## src/dlr_pkg.sv

```systemverilog
// dlr_pkg: constants for the defect list reader.
// assumes a byte-wide read data stream from the sector data field, one byte per valid strobe.
//
// Operation
// - primary list at cylinder 1223 sector 0, backup copy at cylinder 1215 sector 0.
// - each surface's sector zero holds only that surface's defect entries.
// - data field is 256 bytes followed by two CRC bytes, x^16+x^12+x^5+1.
// - entries are fixed five-byte fields, stepped through in fives.
// - each entry gives head, track (cylinder) and byte offset.
// - byte offset counts bytes from the track index mark.
// - cylinder zero is defect-free, never listed.
// - at most fifty defects per surface on average; storage sized for it.
package dlr_pkg;
    localparam logic [10:0] DLR_PRIMARY_CYL  = 11'd1223;
    localparam logic [10:0] DLR_BACKUP_CYL   = 11'd1215;
    localparam logic [8:0]  DLR_FIELD_BYTES  = 9'd256;
    localparam logic [2:0]  DLR_ENTRY_BYTES  = 3'd5;
    localparam logic [15:0] DLR_CRC_POLY     = 16'h1021;
    localparam logic [15:0] DLR_CRC_PRESET   = 16'hffff;
    localparam int          DLR_MAX_ENTRIES  = 50;
    localparam logic [5:0]  DLR_MAX_IDX      = 6'd50;
    localparam logic [7:0]  DLR_END_BYTE     = 8'hff;
    localparam logic [15:0] DLR_OFFSET_SLACK = 16'h0001;
endpackage

```

## src/dlr_crc16.sv

```systemverilog
// dlr_crc16: byte-serial CRC-16 update for the defect record.
// assumes one byte per enabled clock, msb first.
`timescale 1ns/100ps
module dlr_crc16 (
    input  wire logic        sys_clk,
    input  wire logic        arst_n,
    input  wire logic        clr,
    input  wire logic        en,
    input  wire logic [7:0]  din,
    output logic      [15:0] crc
);
    logic [15:0] crc_r;
    logic [15:0] crc_nxt;

    always_comb begin
        crc_nxt = crc_r;
        for (int i = 7; i >= 0; i--) begin
            if (crc_nxt[15] ^ din[i]) begin
                crc_nxt = {crc_nxt[14:0], 1'b0} ^ dlr_pkg::DLR_CRC_POLY;
            end else begin
                crc_nxt = {crc_nxt[14:0], 1'b0};
            end
        end
    end

    always_ff @(posedge sys_clk or negedge arst_n) begin
        if (!arst_n) begin
            crc_r <= dlr_pkg::DLR_CRC_PRESET;
        end else if (clr) begin
            crc_r <= dlr_pkg::DLR_CRC_PRESET;
        end else if (en) begin
            crc_r <= crc_nxt;
        end
    end

    assign crc = crc_r;
endmodule

```

## src/dlr_reader.sv

```systemverilog
// dlr_reader: walks one defect record sector, decodes entries, checks CRC.
// assumes sector_start pulses before the first data byte; bytes arrive as byte_valid pulses.
`timescale 1ns/100ps
module dlr_reader (
    input  wire logic        sys_clk,
    input  wire logic        arst_n,
    input  wire logic        sector_start,
    input  wire logic        byte_valid,
    input  wire logic [7:0]  byte_data,
    input  wire logic [10:0] cur_cyl,
    input  wire logic [3:0]  cur_head,
    input  wire logic        use_backup,
    input  wire logic [5:0]  rd_idx,
    output logic             target_ok,
    output logic             entry_valid,
    output logic      [10:0] entry_cyl,
    output logic      [3:0]  entry_head,
    output logic      [15:0] entry_offset,
    output logic      [15:0] entry_lo,
    output logic      [15:0] entry_hi,
    output logic             entry_bad,
    output logic             list_end,
    output logic             crc_done,
    output logic             crc_error,
    output logic      [5:0]  entry_count,
    output logic             overflow,
    output logic      [10:0] rd_cyl,
    output logic      [3:0]  rd_head,
    output logic      [15:0] rd_offset
);
    // ****************************************
    // states
    // ****************************************
    typedef enum logic [3:0] {
        DLR_IDLE = 4'b0001,
        DLR_DATA = 4'b0010,
        DLR_CRC  = 4'b0100,
        DLR_DONE = 4'b1000
    } dlr_state_e;

    dlr_state_e  state_r;
    logic [8:0]  byte_cnt_r;
    logic [2:0]  ent_pos_r;
    logic [7:0]  ent_buf_r [0:3];
    logic        crc_hi_r;
    logic        ended_r;
    logic [15:0] crc;
    logic        crc_clr;
    logic        crc_en;
    logic        in_data;
    logic        last_of_entry;
    logic [39:0] entry_word;
    logic [10:0] tbl_cyl_r  [0:dlr_pkg::DLR_MAX_ENTRIES-1];
    logic [3:0]  tbl_head_r [0:dlr_pkg::DLR_MAX_ENTRIES-1];
    logic [15:0] tbl_off_r  [0:dlr_pkg::DLR_MAX_ENTRIES-1];

    // cylinder spans the first two bytes, big-endian; a single byte could not reach 1223
    // top five bits of the cylinder pair are spare and ignored
    function automatic logic [10:0] dlr_cyl_of(input logic [39:0] w);
        return w[34:24];
    endfunction

    // head number sits in the low nibble of the third byte
    function automatic logic [3:0] dlr_head_of(input logic [39:0] w);
        return w[19:16];
    endfunction

    // record only valid at sector zero of the list cylinder selected by use_backup
    assign target_ok = (cur_cyl == (use_backup ? dlr_pkg::DLR_BACKUP_CYL
                                               : dlr_pkg::DLR_PRIMARY_CYL));

    assign in_data       = (state_r == DLR_DATA) && byte_valid;
    assign last_of_entry = (ent_pos_r == dlr_pkg::DLR_ENTRY_BYTES - 3'd1);
    assign entry_word    = {ent_buf_r[0], ent_buf_r[1], ent_buf_r[2], ent_buf_r[3], byte_data};
    assign crc_clr       = sector_start;
    assign crc_en        = byte_valid && (state_r == DLR_DATA || state_r == DLR_CRC);

    dlr_crc16 u_crc (
        .sys_clk (sys_clk),
        .arst_n  (arst_n),
        .clr     (crc_clr),
        .en      (crc_en),
        .din     (byte_data),
        .crc     (crc)
    );

    // ****************************************
    // sequencing
    // ****************************************
    always_ff @(posedge sys_clk or negedge arst_n) begin
        if (!arst_n) begin
            state_r    <= DLR_IDLE;
            byte_cnt_r <= 9'h000;
            crc_hi_r   <= 1'b0;
        end else if (sector_start) begin
            state_r    <= target_ok ? DLR_DATA : DLR_IDLE;
            byte_cnt_r <= 9'h000;
            crc_hi_r   <= 1'b0;
        end else begin
            case (state_r)
                DLR_IDLE: state_r <= DLR_IDLE;
                DLR_DATA: begin
                    if (byte_valid) begin
                        byte_cnt_r <= byte_cnt_r + 9'h001;
                        if (byte_cnt_r == dlr_pkg::DLR_FIELD_BYTES - 9'h001) begin
                            state_r <= DLR_CRC;
                        end
                    end
                end
                DLR_CRC: begin
                    if (byte_valid) begin
                        crc_hi_r <= 1'b1;
                        if (crc_hi_r) begin
                            state_r <= DLR_DONE;
                        end
                    end
                end
                DLR_DONE: state_r <= DLR_DONE;
                default:  state_r <= DLR_IDLE;
            endcase
        end
    end

    // ****************************************
    // entry assembly
    // ****************************************
    always_ff @(posedge sys_clk or negedge arst_n) begin
        if (!arst_n) begin
            ent_pos_r <= 3'h0;
        end else if (sector_start) begin
            ent_pos_r <= 3'h0;
        end else if (in_data) begin
            ent_pos_r <= last_of_entry ? 3'h0 : ent_pos_r + 3'h1;
        end
    end

    // bytes of a partial entry cut by the field end are dropped
    generate
        for (genvar g = 0; g < 4; g++) begin : g_buf
            always_ff @(posedge sys_clk or negedge arst_n) begin
                if (!arst_n) begin
                    ent_buf_r[g] <= 8'h00;
                end else if (in_data && ent_pos_r == 3'(g)) begin
                    ent_buf_r[g] <= byte_data;
                end
            end
        end
    endgenerate

    always_ff @(posedge sys_clk or negedge arst_n) begin
        if (!arst_n) begin
            entry_valid  <= 1'b0;
            entry_cyl    <= 11'h000;
            entry_head   <= 4'h0;
            entry_offset <= 16'h0000;
            entry_lo     <= 16'h0000;
            entry_hi     <= 16'h0000;
            entry_bad    <= 1'b0;
            ended_r      <= 1'b0;
            list_end     <= 1'b0;
            entry_count  <= 6'h00;
            overflow     <= 1'b0;
        end else if (sector_start) begin
            entry_valid <= 1'b0;
            ended_r     <= 1'b0;
            list_end    <= 1'b0;
            entry_count <= 6'h00;
            overflow    <= 1'b0;
        end else begin
            entry_valid <= 1'b0;
            list_end    <= 1'b0;
            if (in_data && last_of_entry && !ended_r) begin
                if (entry_word == {5{dlr_pkg::DLR_END_BYTE}}) begin
                    ended_r  <= 1'b1;
                    list_end <= 1'b1;
                end else begin
                    entry_valid  <= 1'b1;
                    entry_cyl    <= dlr_cyl_of(entry_word);
                    entry_head   <= dlr_head_of(entry_word);
                    entry_offset <= entry_word[15:0];
                    entry_lo     <= entry_word[15:0] - dlr_pkg::DLR_OFFSET_SLACK;
                    entry_hi     <= entry_word[15:0] + dlr_pkg::DLR_OFFSET_SLACK;
                    // foreign surface or cylinder zero marks a corrupt entry
                    entry_bad    <= (dlr_head_of(entry_word) != cur_head)
                                 || (dlr_cyl_of(entry_word) == 11'h000);
                    if (entry_count < dlr_pkg::DLR_MAX_IDX) begin
                        entry_count <= entry_count + 6'h01;
                    end else begin
                        overflow <= 1'b1;
                    end
                end
            end else if (in_data && byte_cnt_r == dlr_pkg::DLR_FIELD_BYTES - 9'h001
                         && !ended_r) begin
                ended_r  <= 1'b1;
                list_end <= 1'b1;
            end
        end
    end

    // ****************************************
    // entry table, fifty per surface
    // ****************************************
    always_ff @(posedge sys_clk) begin
        if (in_data && last_of_entry && !ended_r && entry_count < dlr_pkg::DLR_MAX_IDX
            && entry_word != {5{dlr_pkg::DLR_END_BYTE}}) begin
            tbl_cyl_r[entry_count]  <= dlr_cyl_of(entry_word);
            tbl_head_r[entry_count] <= dlr_head_of(entry_word);
            tbl_off_r[entry_count]  <= entry_word[15:0];
        end
    end

    always_ff @(posedge sys_clk or negedge arst_n) begin
        if (!arst_n) begin
            rd_cyl    <= 11'h000;
            rd_head   <= 4'h0;
            rd_offset <= 16'h0000;
        end else if (rd_idx < entry_count) begin
            rd_cyl    <= tbl_cyl_r[rd_idx];
            rd_head   <= tbl_head_r[rd_idx];
            rd_offset <= tbl_off_r[rd_idx];
        end else begin
            rd_cyl    <= 11'h000;
            rd_head   <= 4'h0;
            rd_offset <= 16'h0000;
        end
    end

    // ****************************************
    // check result: residue zero after both check bytes
    // ****************************************
    always_ff @(posedge sys_clk or negedge arst_n) begin
        if (!arst_n) begin
            crc_done  <= 1'b0;
            crc_error <= 1'b0;
        end else if (sector_start) begin
            crc_done  <= 1'b0;
            crc_error <= 1'b0;
        end else if (state_r == DLR_DONE && !crc_done) begin
            crc_done  <= 1'b1;
            crc_error <= (crc != 16'h0000);
        end
    end
endmodule

```

## config.mk

```make
export PLATFORM = sky130hd
export DESIGN_NAME = dlr_reader
export DESIGN_NICKNAME = d
export VERILOG_FILES = /design/src/dlr_pkg.sv /design/src/dlr_crc16.sv /design/src/dlr_reader.sv
export SDC_FILE = /design/constraint.sdc
export NUM_CORES = 2
export LEC_CHECK = 0
export BUFFER_PORTS_ARGS = -buffer_cell sky130_fd_sc_hd__buf_2
export CAP_MARGIN = 20
export CORE_UTILIZATION = 50
export DETAILED_ROUTE_END_ITERATION = 10
export MAX_ROUTING_LAYER = met4
export PLACE_DENSITY_LB_ADDON = 0.1
export SYNTH_ARGS = -nofsm -noshare
export SYNTH_HDL_FRONTEND = slang
export SYNTH_HIERARCHICAL = 1
export SYNTH_SLANG_ARGS = --single-unit
export TNS_END_PERCENT = 30
```

## constraint.sdc

```tcl
create_clock -name sys_clk -period 5.51 [get_ports sys_clk]
set_input_delay 0.2755 -clock sys_clk [delete_from_list [all_inputs] [get_ports sys_clk]]
set_output_delay 0.2755 -clock sys_clk [all_outputs]
set_load 0.01 [all_outputs]
```

Yosys cells after proc, flatten, opt, wreduce, memory -nomap -nowiden
Memory sizes are Yosys's and may differ from the RTL's.
Cells that the tools add are included.
{"block": "word_totals", "wordCells": 163, "romBits": 0, "register_bits": 172, "n_memories": 3, "ramBits": 1550, "out_inout_bits": 107, "inputBits": 34, "latchBits": 0}
{"block": "classes", "muxes": 55, "eq_ne": 19, "reduce_logical": 36, "shift": 0, "multipliers": 0, "bitwise_logic": 18, "add_sub_neg": 5, "magnitude_cmp": 2, "div": 0}
{"name": "tbl_off_r", "depth": 50, "word_bits": 16, "rd": 1, "rd_clocked_by_memory_dff": 0, "wr": 1, "line": "dlr_reader.sv:55", "source": "logic [15:0] tbl_off_r [0:dlr_pkg::DLR_MAX_ENTRIES-1];"}
{"name": "tbl_cyl_r", "depth": 50, "word_bits": 11, "rd": 1, "rd_clocked_by_memory_dff": 0, "wr": 1, "line": "dlr_reader.sv:53", "source": "logic [10:0] tbl_cyl_r [0:dlr_pkg::DLR_MAX_ENTRIES-1];"}
{"name": "tbl_head_r", "depth": 50, "word_bits": 4, "rd": 1, "rd_clocked_by_memory_dff": 0, "wr": 1, "line": "dlr_reader.sv:54", "source": "logic [3:0] tbl_head_r [0:dlr_pkg::DLR_MAX_ENTRIES-1];"}
{"cell": "13-bit 2-to-1 mux", "n": 8}
{"cell": "16-bit 2-to-1 mux", "n": 3}
{"cell": "40-bit == test, second input constant", "n": 1}
{"cell": "40-bit inequality test, second input constant", "n": 1}
{"cell": "9-bit 2-to-1 mux", "n": 3}
{"cell": "1-bit 2-to-1 mux", "n": 24}
{"cell": "4-bit 2-to-1 mux", "n": 6}
{"cell": "6-bit 2-to-1 mux", "n": 4}
{"cell": "3-bit inverter", "n": 8}
{"cell": "16-bit by 1-bit adder with 16-bit output, second input constant", "n": 1}
{"cell": "16-bit nonzero test", "n": 1}
{"cell": "2-bit nonzero test", "n": 8}
{"cell": "16-bit by 1-bit subtractor with 16-bit output, second input constant", "n": 1}
{"cell": "1-bit logical AND", "n": 13}
{"cell": "3-bit inequality test, second input constant", "n": 4}
{"cell": "4-bit one-hot mux with 3 select lines", "n": 1}
{"cell": "11-bit == test", "n": 1}
{"cell": "11-bit logical NOT", "n": 1}
{"cell": "11-bit 2-to-1 mux", "n": 1}
{"cell": "9-bit by 1-bit adder with 9-bit output, second input constant", "n": 1}
{"cell": "9-bit by 8-bit == test with 1-bit output, second input constant", "n": 1}
{"cell": "3-bit 2-to-1 mux", "n": 3}
{"cell": "3-bit AND reduction", "n": 3}
{"cell": "1-bit bitwise XOR", "n": 8}
{"cell": "other kinds (22)", "n": 29}

Longest topological paths before layout
{"block": "depth", "word_depth": 18, "mapped_depth": 9, "ltp_nobuf": 7}

By module
The synthesis kept the hierarchy.
{"module": "dlr_reader", "seq_area_each_um2": 50424.6, "area_per_inst_um2": 65987.0, "cells_each": 3189, "instances": 1}
{"module": "dlr_crc16", "seq_area_each_um2": 420.4, "area_per_inst_um2": 1027.2, "cells_each": 80, "instances": 1}

Worst setup path after synthesis
OpenSTA, ideal clock, no wires.
{"block": "synth_timing", "path_kind": "register to register", "startpoint": "reg ent_buf_r[0] in the netlist's numbering", "endpoint": "mem tbl_cyl_r[31][0] (enable)", "period_less_slack_ns": 4.546, "arrival_time_ns": 4.089, "stages_incl_launch_ff": 7, "n_path_buf": 1, "slack_ns": 0.964, "required_ns": 5.052, "setup_ns": 0.458, "cell_sequence": "dfrtp_1 > buf_2 > and3_1 > and4_1 > nand4_1 > nand3_1 > nor3_1"}
{"block": "synth_via", "elab_chain_len": 4}
{"item": "start, declared", "line": "dlr_reader.sv:44", "source": "logic [7:0] ent_buf_r [0:3];"}
{"item": "start signal, assigned by index", "line": "dlr_reader.sv:144", "source": "ent_buf_r[g] <= byte_data;"}
{"item": "40-bit inequality test", "line": "dlr_reader.sv:205", "source": "&& entry_word != {5{dlr_pkg::DLR_END_BYTE}}) begin"}
{"item": "1-bit logical AND", "line": "dlr_reader.sv:205"}
{"item": "1-bit 2-to-1 mux", "line": "dlr_reader.sv:204", "source": "if (in_data && last_of_entry && !ended_r && entry_count < dlr_pkg::DLR_MAX_IDX"}
{"item": "1-bit 2-to-1 mux (implied by the code)", "line": "dlr_reader.sv:206", "source": "tbl_cyl_r[entry_count] <= dlr_cyl_of(entry_word);"}
{"item": "end, declared", "line": "dlr_reader.sv:53"}
No other way between the ends.

Final worst setup path
{"block": "layout_timing", "startpoint": "reg state_r[3]", "endpoint": "mem tbl_cyl_r[6][8] (enable)"}
{"block": "layout_via", "elab_chain_len": 8}
{"item": "start, declared", "line": "dlr_reader.sv:41", "source": "dlr_state_e state_r;"}
{"item": "start signal, assigned", "line": "dlr_reader.sv:96", "source": "state_r <= target_ok ? DLR_DATA : DLR_IDLE;"}
{"item": "4-bit by 2-bit == test with 1-bit output", "line": "dlr_reader.sv:72", "source": "assign in_data = (state_r == DLR_DATA) && byte_valid;"}
{"item": "1-bit logical AND", "line": "dlr_reader.sv:72"}
{"item": "1-bit logical AND (3 in a row)", "line": "dlr_reader.sv:204"}
{"item": "1-bit logical AND", "line": "dlr_reader.sv:205"}
{"item": "1-bit 2-to-1 mux", "line": "dlr_reader.sv:204"}
{"item": "1-bit 2-to-1 mux (implied by the code)", "line": "dlr_reader.sv:206"}
No other way between the ends.

==> results.yml <==
outcome:
  status: "completed"
worst_setup_path:
  r2r_cells: 6
  worst_r2r_endpoint: "tbl_cyl_r[6][8]"
  crit_end: "tbl_cyl_r[6][8]"
  endpoint_kind: "flop"
  crit_start: "state_r[3]"
  cp-start-kind: "flop"
  r2r_slack_ns: 1.05
  rr_startpoint: "state_r[3]"
  required_ns: 6.01
  arrival_ns: 4.97
  crit_fanout: 27
  crit_type: "reg -> reg"
power_and_ir_drop:
  clkPwrFrac_pct: 43.7
  switching_share_pct: 20.4
  ir_drop_mv: 0.324
  p_seq_share_pct: 53.2
  p_switching_w: 0.00542
  p_int_w: 0.0211
  p_comb_share_pct: 3.1
  power_leakage_nw: 26.7
  p_per_area_nw_per_um2: 347
sta:
  worstMarginPinSlew_ns: 1.20
  relSlewSlack_pct: 20.3
  setup_slack_ns: 1.05
  fin_setup_tns_ns: 0
  clock.fmax_mhz: 224
  fin_crit_sh_pct: 81.0
  period_needed_ns: 4.46
  slew_violations: 0
  hold_violations: 0
  hold_ws_ns: 0.0480
  finalSetupViolations: 0
  rsz0062_at_grt: "false"
  fin_worst_skew_ns: 0.0318
drt:
  wire_per_inst_um: 31.3
  drc_errors: 0
  wirelength_mm: 170
  ant_nets: 0
  viasPerCell: 6.12
  first_iter_violations: 3446
  num_vias: 33200
  firstDrtPassIters: 6
synth:
  synthCells: 3269
  yosys-top-cells-area: "edfxtp_1, mux4_2, dfrtp_1"
  syn-cell-area_um2: 67000
  synth_cell_type_count: 66
  syn_nets: 3318
  synth_edf_count: 1550
  ys.flop_type: "edfxtp_1"
  seq_area_frac_synth_pct: 75.9
  synth-warning-count: 6
  synth_area_leader_cell: "edfxtp_1"
  ys_ff_latch: 1721
  post_synth.cell_area_avg_um2: 20.5
  synth_top_area_share_pct: 69.5
  synthArstFlopShare_pct: 9.94
global_routing:
  grt_antenna_before_repair: 9
  grt_util_all_layers_pct: 26.1
  first_global_vias: 33700
  grt_start_max_net_pins: 128
  grt-ovfl-total: 0
  grt_pass1_wl_mm: 243
clock_network:
  cts_sinks: 1721
  htreeDepth: 4
  cts_tree: "built"
  path_clk_slew_ns: 0.06
  cts_made_buffers: 176
  cts-root-buf: "clkbuf_16"
  hold_buffers: 5
  clock_path_buffers: 3
  post_cts_buffers: 0
  clock_latency_ns: 0.80
  cts_resized: 0
placement:
  dp.cells: 5067
  port-buffer-count: 140
  place.gp.congestion: 0.860
  hpwlAfterDp_mm: 99.0
  pre_cts_ws_ns: 0.934
floorplanning:
  pin_count: 141
  die_x_um: 368
  core_um2: 132000
  fp.dieH_um: 368
  die_area_um2: 135000
  rows: 133
  start_util_pct: 50.7
final_layout:
  post-route-util_pct: 57.7
  nets: 3559
  drive_above_1_share_pct: 29.6
  syn_to_final_growth_pct: 14.0
  nFillCells: 9739
  layout.cells.non_filler: 5416
job:
  max_cap_viol_count: 0
min_path:
  hold_class: "in -> async"
[registers in the layout, indices dropped and copies added, names as in the netlist, 3 cells and up]
signal        flops
tbl_off_r       800
tbl_cyl_r       550
tbl_head_r      200
ent_buf_r        32
entry_lo         16
entry_offset     16
rd_offset        16
u_crc/crc        16
entry_hi         15
entry_cyl        11
rd_cyl           11
byte_cnt_r        9
entry_count       6
entry_head        4
rd_head           4
state_r           4
ent_pos_r         3
[metrics by stage]
step / power (W) / area, µm²
2_1_floorplan: 0.0148 / 67000
3_3_place_gp: 0.0152 / 70300
3_5_place_dp: 0.0152 / 70400
4_1_cts: 0.0267 / 76100
5_1_grt: 0.0273 / 76400
6_report: 0.0265 / 76400
[metal layers]
metal  share of wire [%]  routed length (µm)  global-route usage (%)  vias to the layer above
li1                    -                   -                       -                    13900
met4                 3.1                5220                    8.37                        0
met1                  43               72800                    36.1                    17800
met2                  47               79400                    39.0                     1223
met3                 7.3               12400                    5.73                      242
met5                   0                   0                       -                        -
[power by group through the flow]
| stage | combinational (W) | clock, W | sequential (W) |
|---|---|---|---|
| 4_1_cts | 0.000828 | 0.0118 | 0.0141 |
| 3_3_place_gp | 0.000815 | 0 | 0.0144 |
| 6_report | 0.000819 | 0.0116 | 0.0141 |
| 3_5_place_dp | 0.000824 | 0 | 0.0144 |
| 2_1_floorplan | 0.000451 | 0 | 0.0144 |
| 5_1_grt | 0.000864 | 0.0123 | 0.0141 |
[worst max-delay path: stages, from the launching register on]
cell and delay (ns):
dfrtp_1 0.42, nor4b_4 0.44, nand2_2 0.26, nor3_2 0.69, nand4_1 0.93, nor2_4 1.11
buf_4 0.29
[how the worst min path moves through the flow]
stage                 startpoint               to  depth (start not counted)
floorplan                 arst_n    byte_cnt_r[0]                          0
global placement          arst_n    entry_head[1]                          1
global route        byte_data[2]  tbl_off_r[5][2]                          2
CTS                 sector_start         crc_done                          3
finish                    arst_n    entry_head[1]                          2
detailed placement        arst_n    entry_head[1]                          1
[cells by family (layout without fill, tap and decap cells)]
group / after synthesis / after routing / synth area share (%)
and+or+nand+nor: 344 / 344 / 2.68
adders and majority gates: 15 / 15 / 0.280
xor gates and xnor gates: 60 / 60 / 1.04
AOI/OAI and AO/OA: 267 / 267 / 2.89
other: 0 / 4 / 0
muxes: 654 / 654 / 15.9
DFF: 1721 / 1721 / 75.9
buffers and inverters: 208 / 596 / 1.33
[cell type report]
cell class                 instances  area [µm²]  area share [%]
antenna                            4        10.0          0.0131
tap                             1755        2200            2.88
clock buffer                     239        4850            6.36
multi-input combinational       1340       15700            20.5
clock inverter                    86         782            1.02
inverter                          18        67.6          0.0885
timing repair buffer             253        1910            2.50
sequential                      1721       50900            66.6
[cell usage in the layout, fill, tap and decap left out, types with 23 or more instances in the layout]
cell type,count
buf_2,137
xnor2_1,25
mux2_2,159
mux2i_1,182
edfxtp_1,1550
a21oi_1,50
a21o_1,31
dfrtp_1,131
buf_4,85
mux4_2,313
clkbuf_1,45
nor4_1,44
nor2_1,41
nor2_4,45
nand3_1,44
clkinv_1,29
nand2_1,71
o221ai_1,30
a22o_1,31
a22oi_1,91
dfrtp_2,23
clkinv_2,31
clkbuf_16,179
[synthesized netlist by cell type (all sizes together), types with 3 or more instances]
cell type,n
and4b,3
or3,10
nor4b,4
o21ai,11
and3,5
a211o,7
a211oi,3
or4,4
dfstp,17
xor2,24
nor3,23
mux2,159
nor4,45
inv,18
clkbuf,100
nand4,20
mux4,313
nor2b,10
o221ai,30
a22o,31
buf,90
nand3,45
xnor2,27
edfxtp,1550
and4,5
a21oi,50
o31ai,4
xnor3,8
nor2,87
dfrtp,154
a21o,31
nand2,72
a22oi,91
nand3b,3
ha,15
mux2i,182
(Power assumes the default switching activity.)
